### config.mk
export PLATFORM = sky130hd
export DESIGN_NAME = dtg_guard
export DESIGN_NICKNAME = d
export VERILOG_FILES = /design/src/dtg_pkg.sv /design/src/dtg_bank_timer.sv /design/src/dtg_guard.sv
export VERILOG_INCLUDE_DIRS = /design/src
export SDC_FILE = /design/constraint.sdc
export NUM_CORES = 1
export LEC_CHECK = 0
export BUFFER_PORTS_ARGS = -buffer_cell sky130_fd_sc_hd__buf_4
export CAP_MARGIN = 20
export CORE_MARGIN = 2
export CORE_UTILIZATION = 35
export DETAILED_ROUTE_END_ITERATION = 8
export GPL_TIMING_DRIVEN = 0
export PLACE_DENSITY = 0.6
export SLEW_MARGIN = 20
export SYNTH_ARGS = -nofsm -noshare
export SYNTH_HDL_FRONTEND = slang
export SYNTH_SLANG_ARGS = --single-unit
export TNS_END_PERCENT = 5
### constraint.sdc
create_clock -name clk_sys_i -period 16.8 [get_ports clk_sys_i]
set_input_delay 3.36 -clock clk_sys_i [delete_from_list [all_inputs] [get_ports clk_sys_i]]
set_output_delay 3.36 -clock clk_sys_i [all_outputs]
set_load 0.02 [all_outputs]
### src/dtg_cfg.svh
// timing constants for the ddr command timing guard
`ifndef DTG_CFG_SVH
`define DTG_CFG_SVH

`define DTG_CLK_PS        25000
// fast grade figures in ps
`define DTG_F_RCD_PS      18000
`define DTG_F_RC_PS       60000
`define DTG_F_RFC_PS      72000
`define DTG_F_RAS_MIN_PS  42000
`define DTG_F_RAS_MAX_PS  70000000
`define DTG_F_RRD_PS      12000
`define DTG_F_MRD_PS      12000
`define DTG_F_RAP_PS      18000
// slower grade figures in ps
`define DTG_S_RCD_PS      15000
`define DTG_S_RC_PS       65000
`define DTG_S_RFC_PS      75000
`define DTG_S_RAS_MIN_PS  40000
`define DTG_S_RAS_MAX_PS  120000000
`define DTG_S_RRD_PS      15000
`define DTG_S_MRD_PS      15000
`define DTG_S_RAP_PS      15000
// common figures
`define DTG_XSNR_PS       75000
`define DTG_XSRD_CYC      200
`define DTG_DLL_CYC       200
`define DTG_WTR_CYC       1
`define DTG_REFC_SM_NS    140600
`define DTG_REFC_LG_NS    70300
`define DTG_REFI_SM_NS    15600
`define DTG_REFI_LG_NS    7800
`define DTG_REF_POST_MAX  8
// least times round up, longest round down
`define DTG_CYC_UP(ps)    (((ps) + `DTG_CLK_PS - 1) / `DTG_CLK_PS)
`define DTG_CYC_DN(ps)    ((ps) / `DTG_CLK_PS)
`define DTG_NS_DN(ns)     (((ns) * 1000) / `DTG_CLK_PS)

`endif

### src/dtg_pkg.sv
// types for the ddr command timing guard
package dtg_pkg;
    // {ras_n, cas_n, we_n} with select low
    typedef enum logic [2:0] {
        DTG_CMD_NOP  = 3'h7,
        DTG_CMD_ACT  = 3'h3,
        DTG_CMD_RD   = 3'h5,
        DTG_CMD_WR   = 3'h4,
        DTG_CMD_BST  = 3'h6,
        DTG_CMD_PRE  = 3'h2,
        DTG_CMD_REF  = 3'h1,
        DTG_CMD_MRS  = 3'h0
    } dtg_cmd_t;

    typedef enum logic [1:0] {
        DTG_ST_IDLE = 2'b00,
        DTG_ST_RUN  = 2'b01,
        DTG_ST_SELF = 2'b11
    } dtg_state_t;
endpackage : dtg_pkg
### src/dtg_bank_timer.sv
// per-bank open-row flag and elapsed-cycle counter
module dtg_bank_timer
    import dtg_pkg::*;
#(
    parameter int CW = 24
)(
    input  wire logic          clk_sys_i,
    input  wire logic          sys_rst_i,
    input  wire logic          open_i,
    input  wire logic          close_i,
    output logic               is_open_o,
    output logic [CW-1:0]      age_o
);
    logic          open_r;
    logic          open_nxt;
    logic [CW-1:0] age_r;
    logic [CW-1:0] age_nxt;

    always_comb
    begin
        open_nxt = open_r;
        age_nxt  = age_r;
        if (open_i)
        begin
            open_nxt = 1'b1;
            age_nxt  = '0;
        end
        else
        begin
            if (close_i)
                open_nxt = 1'b0;
            // saturate so a long-idle bank never wraps to "young"
            if (age_r != {CW{1'b1}})
                age_nxt = age_r + 1'b1;
        end
    end

    always_ff @(posedge clk_sys_i or posedge sys_rst_i)
    begin
        if (sys_rst_i)
        begin
            open_r <= 1'b0;
            age_r  <= {CW{1'b1}};
        end
        else
        begin
            open_r <= open_nxt;
            age_r  <= age_nxt;
        end
    end

    assign is_open_o = open_r;
    assign age_o     = age_r;
endmodule : dtg_bank_timer

### src/dtg_guard.sv
// command timing guard between a ddr controller and the memory pins
`include "dtg_cfg.svh"

// Function
// - ACTIVE to READ or WRITE same bank waits 18 ns fast, 15 ns slow.
// - ACTIVE to ACTIVE same bank, or to REFRESH, spaced 60/65 ns.
// - after AUTO REFRESH no bank command for 72/75 ns.
// - row open from ACTIVE to PRECHARGE between 42/40 ns and 70/120 us; the maximum only raises ras_late_o.
// - ACTIVE to ACTIVE on different banks spaced 12/15 ns.
// - after a mode register load, hold next command 12/15 ns.
// - at least one cycle after last write data before READ.
// - after self refresh exit, 200 cycles before first READ.
// - after self refresh exit, 75 ns before any non-READ command; BST is not held.
// - refresh gap never exceeds 140.6 us small or 70.3 us large; a longer gap only raises ref_late_o.
// - average refresh interval at most 15.6 us small, 7.8 us large.
// - first write DQS edge 0.75 to 1.25 clocks after WRITE.
// - READ with auto precharge at least 18/15 ns after ACTIVE.
// - ras, cas, we encode the commands with select low.
// - A10 asks auto precharge on access, all banks on PRECHARGE.
// - after DLL enable, 200 cycles before any READ.
// - refreshes postponed or bunched by at most eight; 64 ms period.
module dtg_guard
    import dtg_pkg::*;
#(
    parameter bit FAST_GRADE = 1'b1,
    parameter bit LARGE_MOD  = 1'b0,
    parameter int AW         = 13,
    parameter int REFI_CYC   = LARGE_MOD ? `DTG_NS_DN(`DTG_REFI_LG_NS)
                                         : `DTG_NS_DN(`DTG_REFI_SM_NS),
    parameter int REFC_CYC   = LARGE_MOD ? `DTG_NS_DN(`DTG_REFC_LG_NS)
                                         : `DTG_NS_DN(`DTG_REFC_SM_NS),
    parameter int RASMAX_CYC = FAST_GRADE ? `DTG_CYC_DN(`DTG_F_RAS_MAX_PS)
                                          : `DTG_CYC_DN(`DTG_S_RAS_MAX_PS)
)(
    input  wire logic          clk_sys_i,
    input  wire logic          sys_rst_i,
    input  wire logic          req_valid_i,
    input  wire logic [2:0]    req_cmd_i,
    input  wire logic [1:0]    req_bank_i,
    input  wire logic [AW-1:0] req_addr_i,
    input  wire logic          req_cke_i,
    input  wire logic          req_dll_en_i,
    input  wire logic          wr_last_i,
    output logic               req_ready_o,
    output logic               ref_due_o,
    output logic               ref_late_o,
    output logic               ras_late_o,
    output logic               mem_cs_n_o,
    output logic               mem_ras_n_o,
    output logic               mem_cas_n_o,
    output logic               mem_we_n_o,
    output logic               mem_cke_o,
    output logic [1:0]         mem_ba_o,
    output logic [AW-1:0]      mem_addr_o,
    output logic               mem_dqs_en_o
);
    // ******************************************************
    // cycle counts
    // ******************************************************
    localparam int CW = 24;
    localparam int RCD = `DTG_CYC_UP(FAST_GRADE ? `DTG_F_RCD_PS
                                                : `DTG_S_RCD_PS);
    localparam int RC  = `DTG_CYC_UP(FAST_GRADE ? `DTG_F_RC_PS
                                                : `DTG_S_RC_PS);
    localparam int RFC = `DTG_CYC_UP(FAST_GRADE ? `DTG_F_RFC_PS
                                                : `DTG_S_RFC_PS);
    localparam int RASN = `DTG_CYC_UP(FAST_GRADE ? `DTG_F_RAS_MIN_PS
                                                 : `DTG_S_RAS_MIN_PS);
    localparam int RRD = `DTG_CYC_UP(FAST_GRADE ? `DTG_F_RRD_PS
                                                : `DTG_S_RRD_PS);
    localparam int MRD = `DTG_CYC_UP(FAST_GRADE ? `DTG_F_MRD_PS
                                                : `DTG_S_MRD_PS);
    localparam int RAP = `DTG_CYC_UP(FAST_GRADE ? `DTG_F_RAP_PS
                                                : `DTG_S_RAP_PS);
    localparam int XSNR = `DTG_CYC_UP(`DTG_XSNR_PS);

    // ******************************************************
    // per-bank state
    // ******************************************************
    logic [3:0]    act_b;
    logic [3:0]    pre_b;
    logic [3:0]    open_b;
    logic [CW-1:0] age_b [4];

    for (genvar g = 0; g < 4; g++)
    begin : g_bank
        dtg_bank_timer #(.CW(CW)) u_bank (
            .clk_sys_i (clk_sys_i),
            .sys_rst_i (sys_rst_i),
            .open_i    (act_b[g]),
            .close_i   (pre_b[g]),
            .is_open_o (open_b[g]),
            .age_o     (age_b[g])
        );
    end

    // ******************************************************
    // global timers
    // ******************************************************
    dtg_state_t    st_r,      st_nxt;
    logic [CW-1:0] since_act_r, since_act_nxt;
    logic [CW-1:0] since_ref_r, since_ref_nxt;
    logic [CW-1:0] since_mrs_r, since_mrs_nxt;
    logic [CW-1:0] since_xsr_r, since_xsr_nxt;
    logic [CW-1:0] since_dll_r, since_dll_nxt;
    logic [CW-1:0] since_wr_r,  since_wr_nxt;
    logic [CW-1:0] credit_r,    credit_nxt;
    logic [4:0]    owed_r,      owed_nxt;
    logic          go;
    logic          ok;
    logic          rd_ok;
    logic          any_open;
    logic [CW-1:0] bage;

    function automatic logic [CW-1:0] inc(input logic [CW-1:0] v);
        inc = (v == {CW{1'b1}}) ? v : v + 1'b1;
    endfunction : inc

    assign any_open = |open_b;
    assign bage     = age_b[req_bank_i];

    always_comb
    begin
        ok    = 1'b1;
        rd_ok = (since_dll_r >= CW'(`DTG_DLL_CYC))
              && (since_xsr_r >= CW'(`DTG_XSRD_CYC))
              && !wr_last_i && (since_wr_r >= CW'(`DTG_WTR_CYC));
        if (since_mrs_r < CW'(MRD))
            ok = 1'b0;
        if (since_ref_r < CW'(RFC))
            ok = 1'b0;
        // nothing but deselect while the module refreshes itself
        if (st_r == DTG_ST_SELF)
            ok = 1'b0;
        unique case (dtg_cmd_t'(req_cmd_i))
            DTG_CMD_ACT:
                ok = ok && !open_b[req_bank_i]
                     && bage >= CW'(RC)
                     && since_act_r >= CW'(RRD)
                     && since_xsr_r >= CW'(XSNR);
            DTG_CMD_RD:
                ok = ok && rd_ok && open_b[req_bank_i]
                     && bage >= CW'(RCD)
                     && (!req_addr_i[10] || bage >= CW'(RAP));
            DTG_CMD_WR:
                ok = ok && open_b[req_bank_i] && bage >= CW'(RCD)
                     && since_xsr_r >= CW'(XSNR);
            DTG_CMD_PRE:
                // all-bank close checks every open row
                ok = ok && since_xsr_r >= CW'(XSNR)
                     && (req_addr_i[10]
                         ? ((!open_b[0] || age_b[0] >= CW'(RASN))
                            && (!open_b[1] || age_b[1] >= CW'(RASN))
                            && (!open_b[2] || age_b[2] >= CW'(RASN))
                            && (!open_b[3] || age_b[3] >= CW'(RASN)))
                         : bage >= CW'(RASN));
            DTG_CMD_REF:
                ok = ok && !any_open && since_xsr_r >= CW'(XSNR)
                     && (age_b[0] >= CW'(RC)) && (age_b[1] >= CW'(RC))
                     && (age_b[2] >= CW'(RC))
                     && (age_b[3] >= CW'(RC))
                     && owed_r != 5'h0;
            DTG_CMD_MRS:
                ok = ok && !any_open && since_xsr_r >= CW'(XSNR);
            default:
                ok = ok;
        endcase
        go = req_valid_i && ok;
    end

    always_comb
    begin
        act_b = '0;
        pre_b = '0;
        if (go && req_cmd_i == DTG_CMD_ACT)
            act_b[req_bank_i] = 1'b1;
        if (go && req_cmd_i == DTG_CMD_PRE)
            pre_b = req_addr_i[10] ? 4'hf : (4'h1 << req_bank_i);
        // auto precharge closes the bank after the access
        if (go && req_addr_i[10]
            && (req_cmd_i == DTG_CMD_RD || req_cmd_i == DTG_CMD_WR))
            pre_b[req_bank_i] = 1'b1;
    end

    always_comb
    begin
        st_nxt        = st_r;
        since_act_nxt = inc(since_act_r);
        since_ref_nxt = inc(since_ref_r);
        since_mrs_nxt = inc(since_mrs_r);
        since_xsr_nxt = inc(since_xsr_r);
        since_dll_nxt = inc(since_dll_r);
        since_wr_nxt  = inc(since_wr_r);
        credit_nxt    = credit_r + 1'b1;
        owed_nxt      = owed_r;
        // one refresh owed per average interval, at most eight banked
        if (credit_r >= CW'(REFI_CYC - 1))
        begin
            credit_nxt = '0;
            if (owed_r != 5'(`DTG_REF_POST_MAX))
                owed_nxt = owed_r + 1'b1;
        end
        if (go && req_cmd_i == DTG_CMD_ACT)
            since_act_nxt = '0;
        if (go && req_cmd_i == DTG_CMD_MRS)
            since_mrs_nxt = '0;
        if (wr_last_i)
            since_wr_nxt = '0;
        if (!req_dll_en_i)
            since_dll_nxt = '0;
        if (go && req_cmd_i == DTG_CMD_REF)
        begin
            since_ref_nxt = '0;
            if (owed_nxt != 5'h0)
                owed_nxt = owed_nxt - 1'b1;
            if (!req_cke_i)
                st_nxt = DTG_ST_SELF;
        end
        if (st_r == DTG_ST_SELF)
        begin
            // refresh is internal; the refresh gap restarts at exit
            since_ref_nxt = CW'(RFC);
            credit_nxt    = '0;
            if (req_cke_i)
            begin
                st_nxt        = DTG_ST_RUN;
                since_xsr_nxt = '0;
            end
        end
        else if (st_r == DTG_ST_IDLE)
            st_nxt = DTG_ST_RUN;
    end

    always_ff @(posedge clk_sys_i or posedge sys_rst_i)
    begin
        if (sys_rst_i)
        begin
            st_r        <= DTG_ST_IDLE;
            since_act_r <= {CW{1'b1}};
            since_ref_r <= {CW{1'b1}};
            since_mrs_r <= {CW{1'b1}};
            since_xsr_r <= {CW{1'b1}};
            since_dll_r <= '0;
            since_wr_r  <= {CW{1'b1}};
            credit_r    <= '0;
            owed_r      <= 5'h0;
        end
        else
        begin
            st_r        <= st_nxt;
            since_act_r <= since_act_nxt;
            since_ref_r <= since_ref_nxt;
            since_mrs_r <= since_mrs_nxt;
            since_xsr_r <= since_xsr_nxt;
            since_dll_r <= since_dll_nxt;
            since_wr_r  <= since_wr_nxt;
            credit_r    <= credit_nxt;
            owed_r      <= owed_nxt;
        end
    end

    // ******************************************************
    // pin stage
    // ******************************************************
    logic          cs_n_nxt, ras_n_nxt, cas_n_nxt, we_n_nxt;
    logic          dqs_nxt, due_nxt, late_nxt, rlate_nxt;

    always_comb
    begin
        cs_n_nxt  = !go;
        {ras_n_nxt, cas_n_nxt, we_n_nxt} = go ? req_cmd_i : 3'h7;
        // strobe window opens the cycle after WRITE: one clock later
        dqs_nxt   = !mem_cs_n_o
                    && {mem_ras_n_o, mem_cas_n_o, mem_we_n_o}
                       == DTG_CMD_WR;
        due_nxt   = owed_r != 5'h0;
        late_nxt  = st_r != DTG_ST_SELF
                    && since_ref_r >= CW'(REFC_CYC);
        rlate_nxt = (open_b[0] && age_b[0] >= CW'(RASMAX_CYC))
                    || (open_b[1] && age_b[1] >= CW'(RASMAX_CYC))
                    || (open_b[2] && age_b[2] >= CW'(RASMAX_CYC))
                    || (open_b[3] && age_b[3] >= CW'(RASMAX_CYC));
    end

    always_ff @(posedge clk_sys_i or posedge sys_rst_i)
    begin
        if (sys_rst_i)
        begin
            mem_cs_n_o   <= 1'b1;
            mem_ras_n_o  <= 1'b1;
            mem_cas_n_o  <= 1'b1;
            mem_we_n_o   <= 1'b1;
            mem_cke_o    <= 1'b0;
            mem_ba_o     <= 2'h0;
            mem_addr_o   <= '0;
            mem_dqs_en_o <= 1'b0;
            req_ready_o  <= 1'b0;
            ref_due_o    <= 1'b0;
            ref_late_o   <= 1'b0;
            ras_late_o   <= 1'b0;
        end
        else
        begin
            mem_cs_n_o   <= cs_n_nxt;
            mem_ras_n_o  <= ras_n_nxt;
            mem_cas_n_o  <= cas_n_nxt;
            mem_we_n_o   <= we_n_nxt;
            mem_cke_o    <= req_cke_i;
            mem_ba_o     <= req_bank_i;
            mem_addr_o   <= req_addr_i;
            mem_dqs_en_o <= dqs_nxt;
            req_ready_o  <= ok;
            ref_due_o    <= due_nxt;
            ref_late_o   <= late_nxt;
            ras_late_o   <= rlate_nxt;
        end
    end
endmodule : dtg_guard

==> results of run 1 <==
## through the flow
stage	util	power, mW	setup WS (ns)	std cells	hold WS, ns
after floorplan	-	1.867	5.515	1629	0.4473
after global placement	0.3818	2.039	1.976	2268	0.4803
after detailed placement	0.3838	2.067	10.02	2271	0.4778
after CTS	0.4125	2.911	10.55	2337	0.4883
after global routing	0.4127	3.078	10.23	2337	0.5020
final	0.4127	2.880	10.49	2337	0.4889
## routing by layer
metal | up-vias | global-route usage | part of all wire
met3 | 45 | 0.02189 | 0.035
met4 | 0 | 0.03470 | 0.017
met2 | 171 | 0.2419 | 0.46
li1 | 5906 | - | -
met5 | - | 0 | 0
met1 | 5841 | 0.2064 | 0.49
## flip-flops by register name, summed over array words and instances (netlist names), 4 cells and up
name	count
since_dll_r	24
since_act_r	24
owed_r	5
mem_addr_o	13
g_bank.u_bank.is_open_o	4
credit_r	24
since_xsr_r	24
since_ref_r	24
since_mrs_r	24
since_wr_r	24
g_bank.u_bank.age_o	96
## synthesized netlist by cell type (all sizes together) (5+ instances only)
cell    instances  area, µm²
clkbuf         37      138.9
o21ai          33      165.2
or3            15      93.84
buf            17      113.9
nor2          198      743.2
nand2         105      394.1
and3           33      206.5
a21oi         109      549.3
mux4            5      112.6
nand4          70      437.9
ha             27      337.8
nand3         110      550.5
dfstp         220       5781
and4           24      210.2
mux2i          13      130.1
or4             9      67.56
nor3           37      185.2
or2            12      75.07
dfrtp          80       2002
a211oi         12      95.09
nor2b          12      75.07
xnor2          97      849.6
and2           36      225.2
inv            46      172.7
nand2b         10      62.56
a31oi           8      50.05
nor4           58      362.9
nor4b           7      61.31
xor2          110      963.4
## where the power goes
group,total (mW),internal [mW],switching (mW)
Sequential,1.40,1.12,0.286
Combinational,0.662,0.309,0.353
Clock,0.815,0.503,0.312
Total,2.88,1.93,0.951
## critical path: stages
cell and delay, ns:
sky130_fd_sc_hd__buf_4 0.10, sky130_fd_sc_hd__buf_2 0.22, sky130_fd_sc_hd__clkinv_1 0.23, sky130_fd_sc_hd__nor2_1 0.68, sky130_fd_sc_hd__a221oi_2 0.15, sky130_fd_sc_hd__nand3_1 0.20, sky130_fd_sc_hd__nand3_1 0.15, sky130_fd_sc_hd__and2_1 0.17
sky130_fd_sc_hd__buf_2 0.19, sky130_fd_sc_hd__a211oi_2 0.68, sky130_fd_sc_hd__clkbuf_1 0.45, sky130_fd_sc_hd__a21oi_1 0.14
## cells by family after synthesis
group           count (synthesis)
mux                            20
compound gates                207
flops                         300
xor+xnor                      207
simple gates                  753
other cells                     1
fa+ha+maj                      27
buf+inv                       101
## cell type report
cell class,instances,area share
clock inverters,11,0.007032
well taps,592,0.04042
flip-flops and latches,300,0.4246
repair buffers,50,0.02376
inverters,47,0.01004
clock buffers,55,0.06253
plain buffers,54,0.01379
multi-input cells,1228,0.4178
## final timing paths
path	to	startpoint	cells after the start	slack (ns)
max	g_bank[1].u_bank.age_o[6]	req_bank_i[0]	12	10.49
min	credit_r[0]	credit_r[0]	1	0.49
max reg2reg	g_bank[1].u_bank.age_o[6]	g_bank[1].u_bank.age_o[8]	11	13.11
min reg2reg	credit_r[0]	credit_r[0]	1	0.49
max in group asynchronous	since_act_r[17]	sys_rst_i	4	12.68
min in group asynchronous	credit_r[6]	sys_rst_i	2	2.85
## layout by cell type (no fill, tap or decap), types with 13 or more instances in the layout
cell                        Yosys  layout
sky130_fd_sc_hd__dfstp_2      220     220
sky130_fd_sc_hd__nor2_1       198     198
sky130_fd_sc_hd__nand3_1      110     110
sky130_fd_sc_hd__xor2_1       110     110
sky130_fd_sc_hd__a21oi_1      108     108
sky130_fd_sc_hd__nand2_1      105     105
sky130_fd_sc_hd__xnor2_1       97      97
sky130_fd_sc_hd__dfrtp_1       80      80
sky130_fd_sc_hd__nand4_1       70      70
sky130_fd_sc_hd__nor4_1        58      57
sky130_fd_sc_hd__buf_4          0      47
sky130_fd_sc_hd__inv_1         46      45
sky130_fd_sc_hd__clkbuf_1      37      42
sky130_fd_sc_hd__clkbuf_16      0      39
sky130_fd_sc_hd__nor3_1        37      37
sky130_fd_sc_hd__and2_1        36      36
sky130_fd_sc_hd__o21ai_0       33      33
sky130_fd_sc_hd__and3_1        33      33
sky130_fd_sc_hd__ha_1          27      27
sky130_fd_sc_hd__and4_1        24      24
sky130_fd_sc_hd__or3_1         15      15
sky130_fd_sc_hd__conb_1         1      14
sky130_fd_sc_hd__mux2i_1       13      13
==> results.sh, run 1 <==
export IMPL_timing_final_setup_violations=0
export IMPL_setup_worst_path_end_class="register"
export IMPL_length_of_the_first_detailed_routing_pass_in_iterations=8
export IMPL_global_route_total_usage_across_every_layer=0.1478
export IMPL_numClockSinks=300
export IMPL_setup_tns_ns=0
export IMPL_arrival_time_at_the_worst_endpoint_ns=6.73
export IMPL_antenna_found_initial=0
export IMPL_synth_top_family_by_area="simple AND/OR/NAND/NOR gates"
export IMPL_xor_and_xnor_fraction_of_the_mapped_netlist_area=0.1147
export IMPL_routed_via_density=5.119
export IMPL_synth_seq_area_share=0.4922
export IMPL_finish_instance_area_um2=18330
export IMPL_tightestPinTransition_ns=0.8978
export IMPL_synth_simple_gate_area_frac=0.2463
export IMPL_vdd_ir_drop_max_uv=80.04
export IMPL_design_core_area_um2=44410
export IMPL_syn2layout_area_growth_pct=15.90
export IMPL_clock_skew_final_ns=0.02205
export IMPL_critical_path_required_time_ns=17.22
export IMPL_seq_area_um2=7782
export IMPL_worst_slew_margin_rel=0.4000
export IMPL_layout_filler_cells=4334
export IMPL_initial_core_util=0.3560
export IMPL_drtIter0Drc=828
export IMPL_grt_max_degree=96
export IMPL_via_count=11963
export IMPL_post_synth_num_cell_types=69
export IMPL_post_cts_hold_buffer_count=0
export IMPL_drtAntennaViolNets=0
export IMPL_synth_area_um2=15810
export IMPL_post_synth_cell_area_avg_um2=9.785
export IMPL_final_min_period_over_clock_period=0.3756
export IMPL_synth_edff_count=0
export IMPL_power_density_nw_per_um2=157.1
export IMPL_place_detailed_hpwl_um=23690
export IMPL_synth_mux_area_fraction=0.01677
export IMPL_multi_input_comb_area_um2=7657
export IMPL_finalNetCount=1768
export IMPL_result_of_the_run="finished clean"
export IMPL_gp_congestion=0.8260
export IMPL_cts_setup_buffers=0
export IMPL_rows=77
export IMPL_placement_io_buffers=47
export IMPL_grt_setup_unrepaired="false"
export IMPL_timing_max_cap_violations=0
export IMPL_overflow_left_after_global_routing=0
export IMPL_first_pass_grt_wire_length_um=58840
export IMPL_grt_pass1_vias=11937
export IMPL_ys_flop_type="sky130_fd_sc_hd__dfstp_2"
export IMPL_nature_of_the_critical_path_startpoint="primary input"
export IMPL_worstSkewPairLatency_ns=0.53
export IMPL_cts_resized=0
export IMPL_detail_route_drc_violations=0
export IMPL_io_pins=49
export IMPL_drive_gt1_frac=0.2166
export IMPL_finalCriticalPeriod_ns=6.310
export IMPL_report_final_slew_viol_count=0
export IMPL_finalHoldViolations=0
export IMPL_clockRootBuffer="sky130_fd_sc_hd__clkbuf_16"
export IMPL_worst_path_max_fanout=10
export IMPL_cts_htree_levels=2
export IMPL_finalWirelength_um=34240
export IMPL_compound_gate_fraction_of_synth_area=0.08134
export IMPL_syn_instance_count=1616
export IMPL_fp_dieArea_um2=46900
export IMPL_fp_dieH_um=216.6
export IMPL_timing_hold_worst_class="reg -> reg"
export IMPL_max_freq_ghz=0.1585
export IMPL_synth_seq_cells=300
export IMPL_numCtsBuffers=36
export IMPL_ys_warn_count=0
export IMPL_route_detailed_wl_per_inst_um=14.65
export IMPL_cts_max_path_buffers=3
export IMPL_clock_slew_at_reported_path_ffs_ns=0.06
export IMPL_tritoncts="yes"
export IMPL_insertedDiodeCount=0
export IMPL_placedInstanceArea_um2=17050
export IMPL_power_leakage_nw=6.890
export IMPL_critPathKind="in -> reg"
export IMPL_synth_adder_area_share=0.02136
export IMPL_floorplan_die_width_um=216.6
export IMPL_post_synthesis_async_set_or_reset_flop_share=1.000
(Power assumes the default switching activity.)
==> run 2: changes to the inputs <==
Clock period 16.8 ns to 5.95 ns, I/O delays scaled along.
==> results.sh, run 2 (synthesis gave the netlist of run 1 again) <==
export IMPL_drtAntennaViolNets=0
export IMPL_setup_worst_path_end_class="register"
export IMPL_finalWirelength_um=34200
export IMPL_first_pass_grt_wire_length_um=59370
export IMPL_route_detailed_wl_per_inst_um=14.60
export IMPL_detail_route_drc_violations=0
export IMPL_critical_path_required_time_ns=6.38
export IMPL_critPathKind="in -> reg"
export IMPL_report_final_slew_viol_count=0
export IMPL_drive_gt1_frac=0.2189
export IMPL_numCtsBuffers=36
export IMPL_dpl_cell_count=2278
export IMPL_length_of_the_first_detailed_routing_pass_in_iterations=5
export IMPL_placement_io_buffers=47
export IMPL_syn2layout_area_growth_pct=16.70
export IMPL_arrival_time_at_the_worst_endpoint_ns=4.41
export IMPL_vdd_ir_drop_max_uv=183.9
export IMPL_tritoncts="yes"
export IMPL_clock_slew_at_reported_path_ffs_ns=0.06
export IMPL_final_instance_count_excl_fill=2342
export IMPL_tightestPinTransition_ns=0.8795
export IMPL_nature_of_the_critical_path_startpoint="primary input"
export IMPL_finalNetCount=1775
export IMPL_largest_register_ffs=96
export IMPL_numClockSinks=300
export IMPL_timing_final_setup_violations=0
export IMPL_max_freq_ghz=0.2508
export IMPL_place_detailed_hpwl_um=24330
export IMPL_power_density_nw_per_um2=443.4
export IMPL_result_of_the_run="finished clean"
export IMPL_clock_skew_final_ns=0.01791
export IMPL_via_count=12048
export IMPL_timing_hold_worst_class="reg -> reg"
export IMPL_antenna_found_initial=1
export IMPL_worst_path_max_fanout=10
export IMPL_cts_resized=0
export IMPL_cts_max_path_buffers=3
export IMPL_grt_pass1_vias=11849
export IMPL_fp_dieArea_um2=46900
export IMPL_floorplan_die_width_um=216.6
export IMPL_fin_util=0.4155
export IMPL_gp_congestion=0.8084
export IMPL_finalHoldViolations=0
export IMPL_grt_max_degree=37
export IMPL_worst_slew_margin_rel=0.4115
export IMPL_grt_setup_unrepaired="false"
export IMPL_cts_htree_levels=2
export IMPL_mostFrequentLayoutCell="sky130_fd_sc_hd__dfstp_2"
export IMPL_hold_depth=1
export IMPL_power_leakage_nw=6.958
export IMPL_fp_dieH_um=216.6
export IMPL_clockRootBuffer="sky130_fd_sc_hd__clkbuf_16"
export IMPL_io_pins=49
export IMPL_reg2regPathDepth=11
export IMPL_initial_core_util=0.3560
export IMPL_timing_max_cap_violations=0
export IMPL_finalCriticalPeriod_ns=3.988
export IMPL_worstSkewPairLatency_ns=0.52
export IMPL_final_min_period_over_clock_period=0.6702
export IMPL_insertedDiodeCount=0
export IMPL_global_route_total_usage_across_every_layer=0.1502
export IMPL_rows=77
export IMPL_post_cts_hold_buffer_count=0
export IMPL_overflow_left_after_global_routing=0
export IMPL_routed_via_density=5.144
export IMPL_cts_setup_buffers=0
export IMPL_mostFrequentLayoutCells="220 x sky130_fd_sc_hd__dfstp_2, 198 x sky130_fd_sc_hd__nor2_1, 110 x sky130_fd_sc_hd__nand3_1, 110 x sky130_fd_sc_hd__xor2_1, 108 x sky130_fd_sc_hd__a21oi_1"
export IMPL_drtIter0Drc=883
export IMPL_design_core_area_um2=44410
==> run 2: changes by cell type in the layout (fill, tap and decap cells not counted), sizes merged <==
cell and delta:
clkinv +2, clkbuf -5, inv -1, buf +7, bufinv +4, clkinvlp -2
==> run 2: area by class of cell <==
| class | count | area (µm²) |
|---|---|---|
| plain buffers | 54 | 252.7 |
| repair buffers | 57 | 560.5 |
| inverters | 47 | 180.2 |
| flip-flops and latches | 300 | 7782 |
| clock inverters | 14 | 225.2 |
| clock buffers | 50 | 1055 |
| well taps | 592 | 740.7 |
| multi-input cells | 1228 | 7657 |
| fillers | 4235 | 25960 |
==> run 2: worst paths after layout <==
check,startpoint,end,slack [ns]
setup reg to reg,g_bank[1].u_bank.age_o[8],g_bank[1].u_bank.age_o[22],2.41
hold / removal,credit_r[0],credit_r[0],0.49
setup / recovery,req_bank_i[0],g_bank[1].u_bank.age_o[22],1.96
min in group asynchronous,sys_rst_i,mem_addr_o[4],0.65
max in group asynchronous,sys_rst_i,g_bank[2].u_bank.age_o[13],3.93
hold reg to reg,credit_r[0],credit_r[0],0.49
==> run 2: per-stage QoR <==
step	setup TNS, ns	hold slack [ns]	setup WS, ns	power, mW	area (µm²)
final	0	0.4886	1.962	8.183	18450
after global routing	0	0.5150	1.639	8.760	18450
after CTS	0	0.4887	2.017	8.275	18450
after detailed placement	0	0.4811	1.460	5.846	17170
after global placement	-69.41	0.4683	-0.9111	5.750	16960
after floorplan	0	0.4473	0.9526	5.272	15870
==> run 2: where the power goes <==
group | leakage [nW] | switching, mW | internal [mW] | total, mW
sequential | 3.32 | 0.805 | 3.16 | 3.96
clock | 0.628 | 0.860 | 1.50 | 2.36
combinational | 3.01 | 0.989 | 0.878 | 1.87
total | 6.96 | 2.65 | 5.53 | 8.18
==> run 2: per-layer routing <==
layer  part of all wire  track usage  vias to the layer above
li1                   -            -                     5916
met1               0.46       0.2039                     5891
met2               0.47       0.2454                      185
met3              0.044      0.02947                       54
met4              0.020      0.03904                        2
met5            0.00032            0                        -
==> run 2: critical path, stage by stage <==
cell	delay, ns
sky130_fd_sc_hd__buf_4	0.11
sky130_fd_sc_hd__buf_2	0.22
sky130_fd_sc_hd__clkinv_1	0.24
sky130_fd_sc_hd__nor2_1	0.74
sky130_fd_sc_hd__a221oi_2	0.13
sky130_fd_sc_hd__nand3_1	0.19
sky130_fd_sc_hd__nand3_1	0.12
sky130_fd_sc_hd__and2_1	0.15
sky130_fd_sc_hd__buf_2	0.19
sky130_fd_sc_hd__a211oi_2	0.48
sky130_fd_sc_hd__clkbuf_1	0.50
sky130_fd_sc_hd__a21oi_1	0.15
==> run 3: changes to the inputs <==
Settings changed: PLACE_DENSITY 0.6 to 0.62.
Clock period 5.95 ns to 3.3 ns, I/O delays scaled along.
==> results.sh, run 3 (synthesis gave the netlist of run 1 again) <==
export IMPL_detail_route_drc_violations=0
export IMPL_vdd_ir_drop_max_uv=378.1
export IMPL_nature_of_the_critical_path_startpoint="register"
export IMPL_routed_via_density=5.100
export IMPL_max_freq_ghz=0.3172
export IMPL_setup_worst_path_end_class="register"
export IMPL_floorplan_die_width_um=216.6
export IMPL_setup_reg_to_reg_worst_slack_ns=0.15
export IMPL_arrival_time_at_the_worst_endpoint_ns=3.58
export IMPL_setup_tns_ns=0
export IMPL_layout_filler_cells=4276
export IMPL_rows=77
export IMPL_first_pass_grt_wire_length_um=57360
export IMPL_timing_max_cap_violations=0
export IMPL_worst_path_max_fanout=10
export IMPL_critical_path_cell_chain="or4_4 > mux4_2 > a221oi_2 > nand3_1 > a21oi_2 > o2bb2ai_4 > a211oi_4 > buf_12 > buf_2 > a22o_1"
export IMPL_syn2layout_area_growth_pct=17.66
export IMPL_final_instance_count_excl_fill=2347
export IMPL_dpl_cell_count=2278
export IMPL_route_detailed_wl_per_inst_um=14.32
export IMPL_critPathKind="reg -> reg"
export IMPL_cts_htree_levels=2
export IMPL_power_density_nw_per_um2=801.8
export IMPL_finalCriticalPeriod_ns=3.153
export IMPL_final_min_period_over_clock_period=0.9554
export IMPL_insertedDiodeCount=0
export IMPL_timing_final_setup_violations=0
export IMPL_result_of_the_run="finished clean"
export IMPL_initial_core_util=0.3560
export IMPL_total_power_mw=14.92
export IMPL_antenna_found_initial=0
export IMPL_worstSkewPairLatency_ns=0.55
export IMPL_highest_signal_layer="met4"
export IMPL_fin_util=0.4189
export IMPL_final_critical_path_setup_slack_ns=0.1471
export IMPL_tritoncts="yes"
export IMPL_largest_register_ffs=96
export IMPL_report_final_slew_viol_count=0
export IMPL_drive_gt1_frac=0.2291
export IMPL_finalHoldViolations=0
export IMPL_grt_setup_unrepaired="false"
export IMPL_numClockSinks=300
export IMPL_cts_max_path_buffers=3
export IMPL_mostFrequentLayoutCells="220 x sky130_fd_sc_hd__dfstp_2, 196 x sky130_fd_sc_hd__nor2_1, 110 x sky130_fd_sc_hd__nand3_1, 110 x sky130_fd_sc_hd__xor2_1, 108 x sky130_fd_sc_hd__a21oi_1"
export IMPL_drtIter0Drc=693
export IMPL_fin_worst_hold_slack_ns=0.2233
export IMPL_overflow_left_after_global_routing=0
export IMPL_numCtsBuffers=37
export IMPL_via_count=11969
export IMPL_finalWirelength_um=33610
export IMPL_design_core_area_um2=44410
export IMPL_tightestPinTransition_ns=0.8739
export IMPL_multi_input_comb_area_um2=7727
export IMPL_seq_area_um2=7782
export IMPL_clock_slew_at_reported_path_ffs_ns=0.06
export IMPL_clockRootBuffer="sky130_fd_sc_hd__clkbuf_16"
export IMPL_finalNetCount=1777
export IMPL_place_detailed_hpwl_um=23520
export IMPL_grt_pass1_vias=11680
export IMPL_clock_skew_final_ns=0.01941
export IMPL_worst_r2r_startpoint="g_bank[0].u_bank.age_o[4]"
export IMPL_length_of_the_first_detailed_routing_pass_in_iterations=5
export IMPL_placement_io_buffers=47
export IMPL_finish_instance_area_um2=18610
export IMPL_critPathSlowestCell="sky130_fd_sc_hd__or4_4"
export IMPL_met3WireLength_um=1287
export IMPL_routedLengthMet1_um=16420
export IMPL_mostFrequentLayoutCell="sky130_fd_sc_hd__dfstp_2"
export IMPL_critical_path_required_time_ns=3.73
export IMPL_power_leakage_nw=7.001
export IMPL_placedInstanceArea_um2=17170
export IMPL_drtAntennaViolNets=0
export IMPL_worst_slew_margin_rel=0.4159
export IMPL_grt_max_degree=36
export IMPL_worst_case_setup_slack_after_placement_ns=-0.8032
export IMPL_global_route_total_usage_across_every_layer=0.1448
export IMPL_io_pins=49
export IMPL_cp_slowest_stage_delay_ns=0.57
export IMPL_reg2regPathDepth=10
export IMPL_wl_met2_um=15170
export IMPL_r2r_end="g_bank[3].u_bank.is_open_o"
export IMPL_fp_dieH_um=216.6
export IMPL_timing_hold_worst_class="in -> async"
export IMPL_fp_dieArea_um2=46900
export IMPL_gp_congestion=0.8263
==> run 3: area by class of cell <==
type	instances	share of cell area
clock inverters	16	0.01089
multi-input cells	1228	0.4153
plain buffers	54	0.01372
clock buffers	52	0.06106
repair buffers	58	0.03120
inverters	47	0.009684
flip-flops and latches	300	0.4183
well taps	592	0.03981
==> run 3: worst max path at each step <==
| stage | from | to | slack [ns] | cells past startpoint |
|---|---|---|---|---|
| after global placement | sys_rst_i | g_bank[3].u_bank.is_open_o | -3.01 | 2 |
| after CTS | owed_r[0] | since_act_r[7] | -0.1 | 13 |
| after floorplan | sys_rst_i | credit_r[0] | -1.17 | 1 |
| after detailed placement | req_bank_i[0] | since_mrs_r[12] | -0.80 | 11 |
| after global routing | g_bank[1].u_bank.age_o[6] | g_bank[0].u_bank.age_o[20] | 0.006 | 10 |
| final | g_bank[0].u_bank.age_o[4] | g_bank[3].u_bank.is_open_o | 0.15 | 10 |
==> run 3: critical path: cells and delay by family, from the launching register on <==
kind | cells | cell delay [ns]
compound gates | 5 | 1.08
mux | 1 | 0.49
buf+inv | 2 | 0.37
flops | 1 | 0.40
simple gates | 2 | 0.70
==> run 3: what timing repair did <==
| action | CTS | global route |
|---|---|---|
| resized for setup | 2 | 17 |
| buffers inserted | 0 | 1 |
| endpoints found under the setup margin | 163 | 166 |
| hold buffers | 0 | 0 |
| pin swaps | 0 | 2 |
==> run 3: report_power, final <==
group	internal (mW)	switching, mW	leakage, nW	total, mW
sequential	5.69	1.46	3.32	7.15
combinational	1.60	1.81	3.02	3.41
clock	2.73	1.63	0.655	4.35
total	10.0	4.90	7.00	14.9
==> run 3: layer usage <==
metal  global-route usage  vias to the layer above
met5                    0                        -
met4              0.04406                        0
met3              0.02905                       52
met2               0.2286                      157
met1               0.2001                     5833
li1                     -                     5927
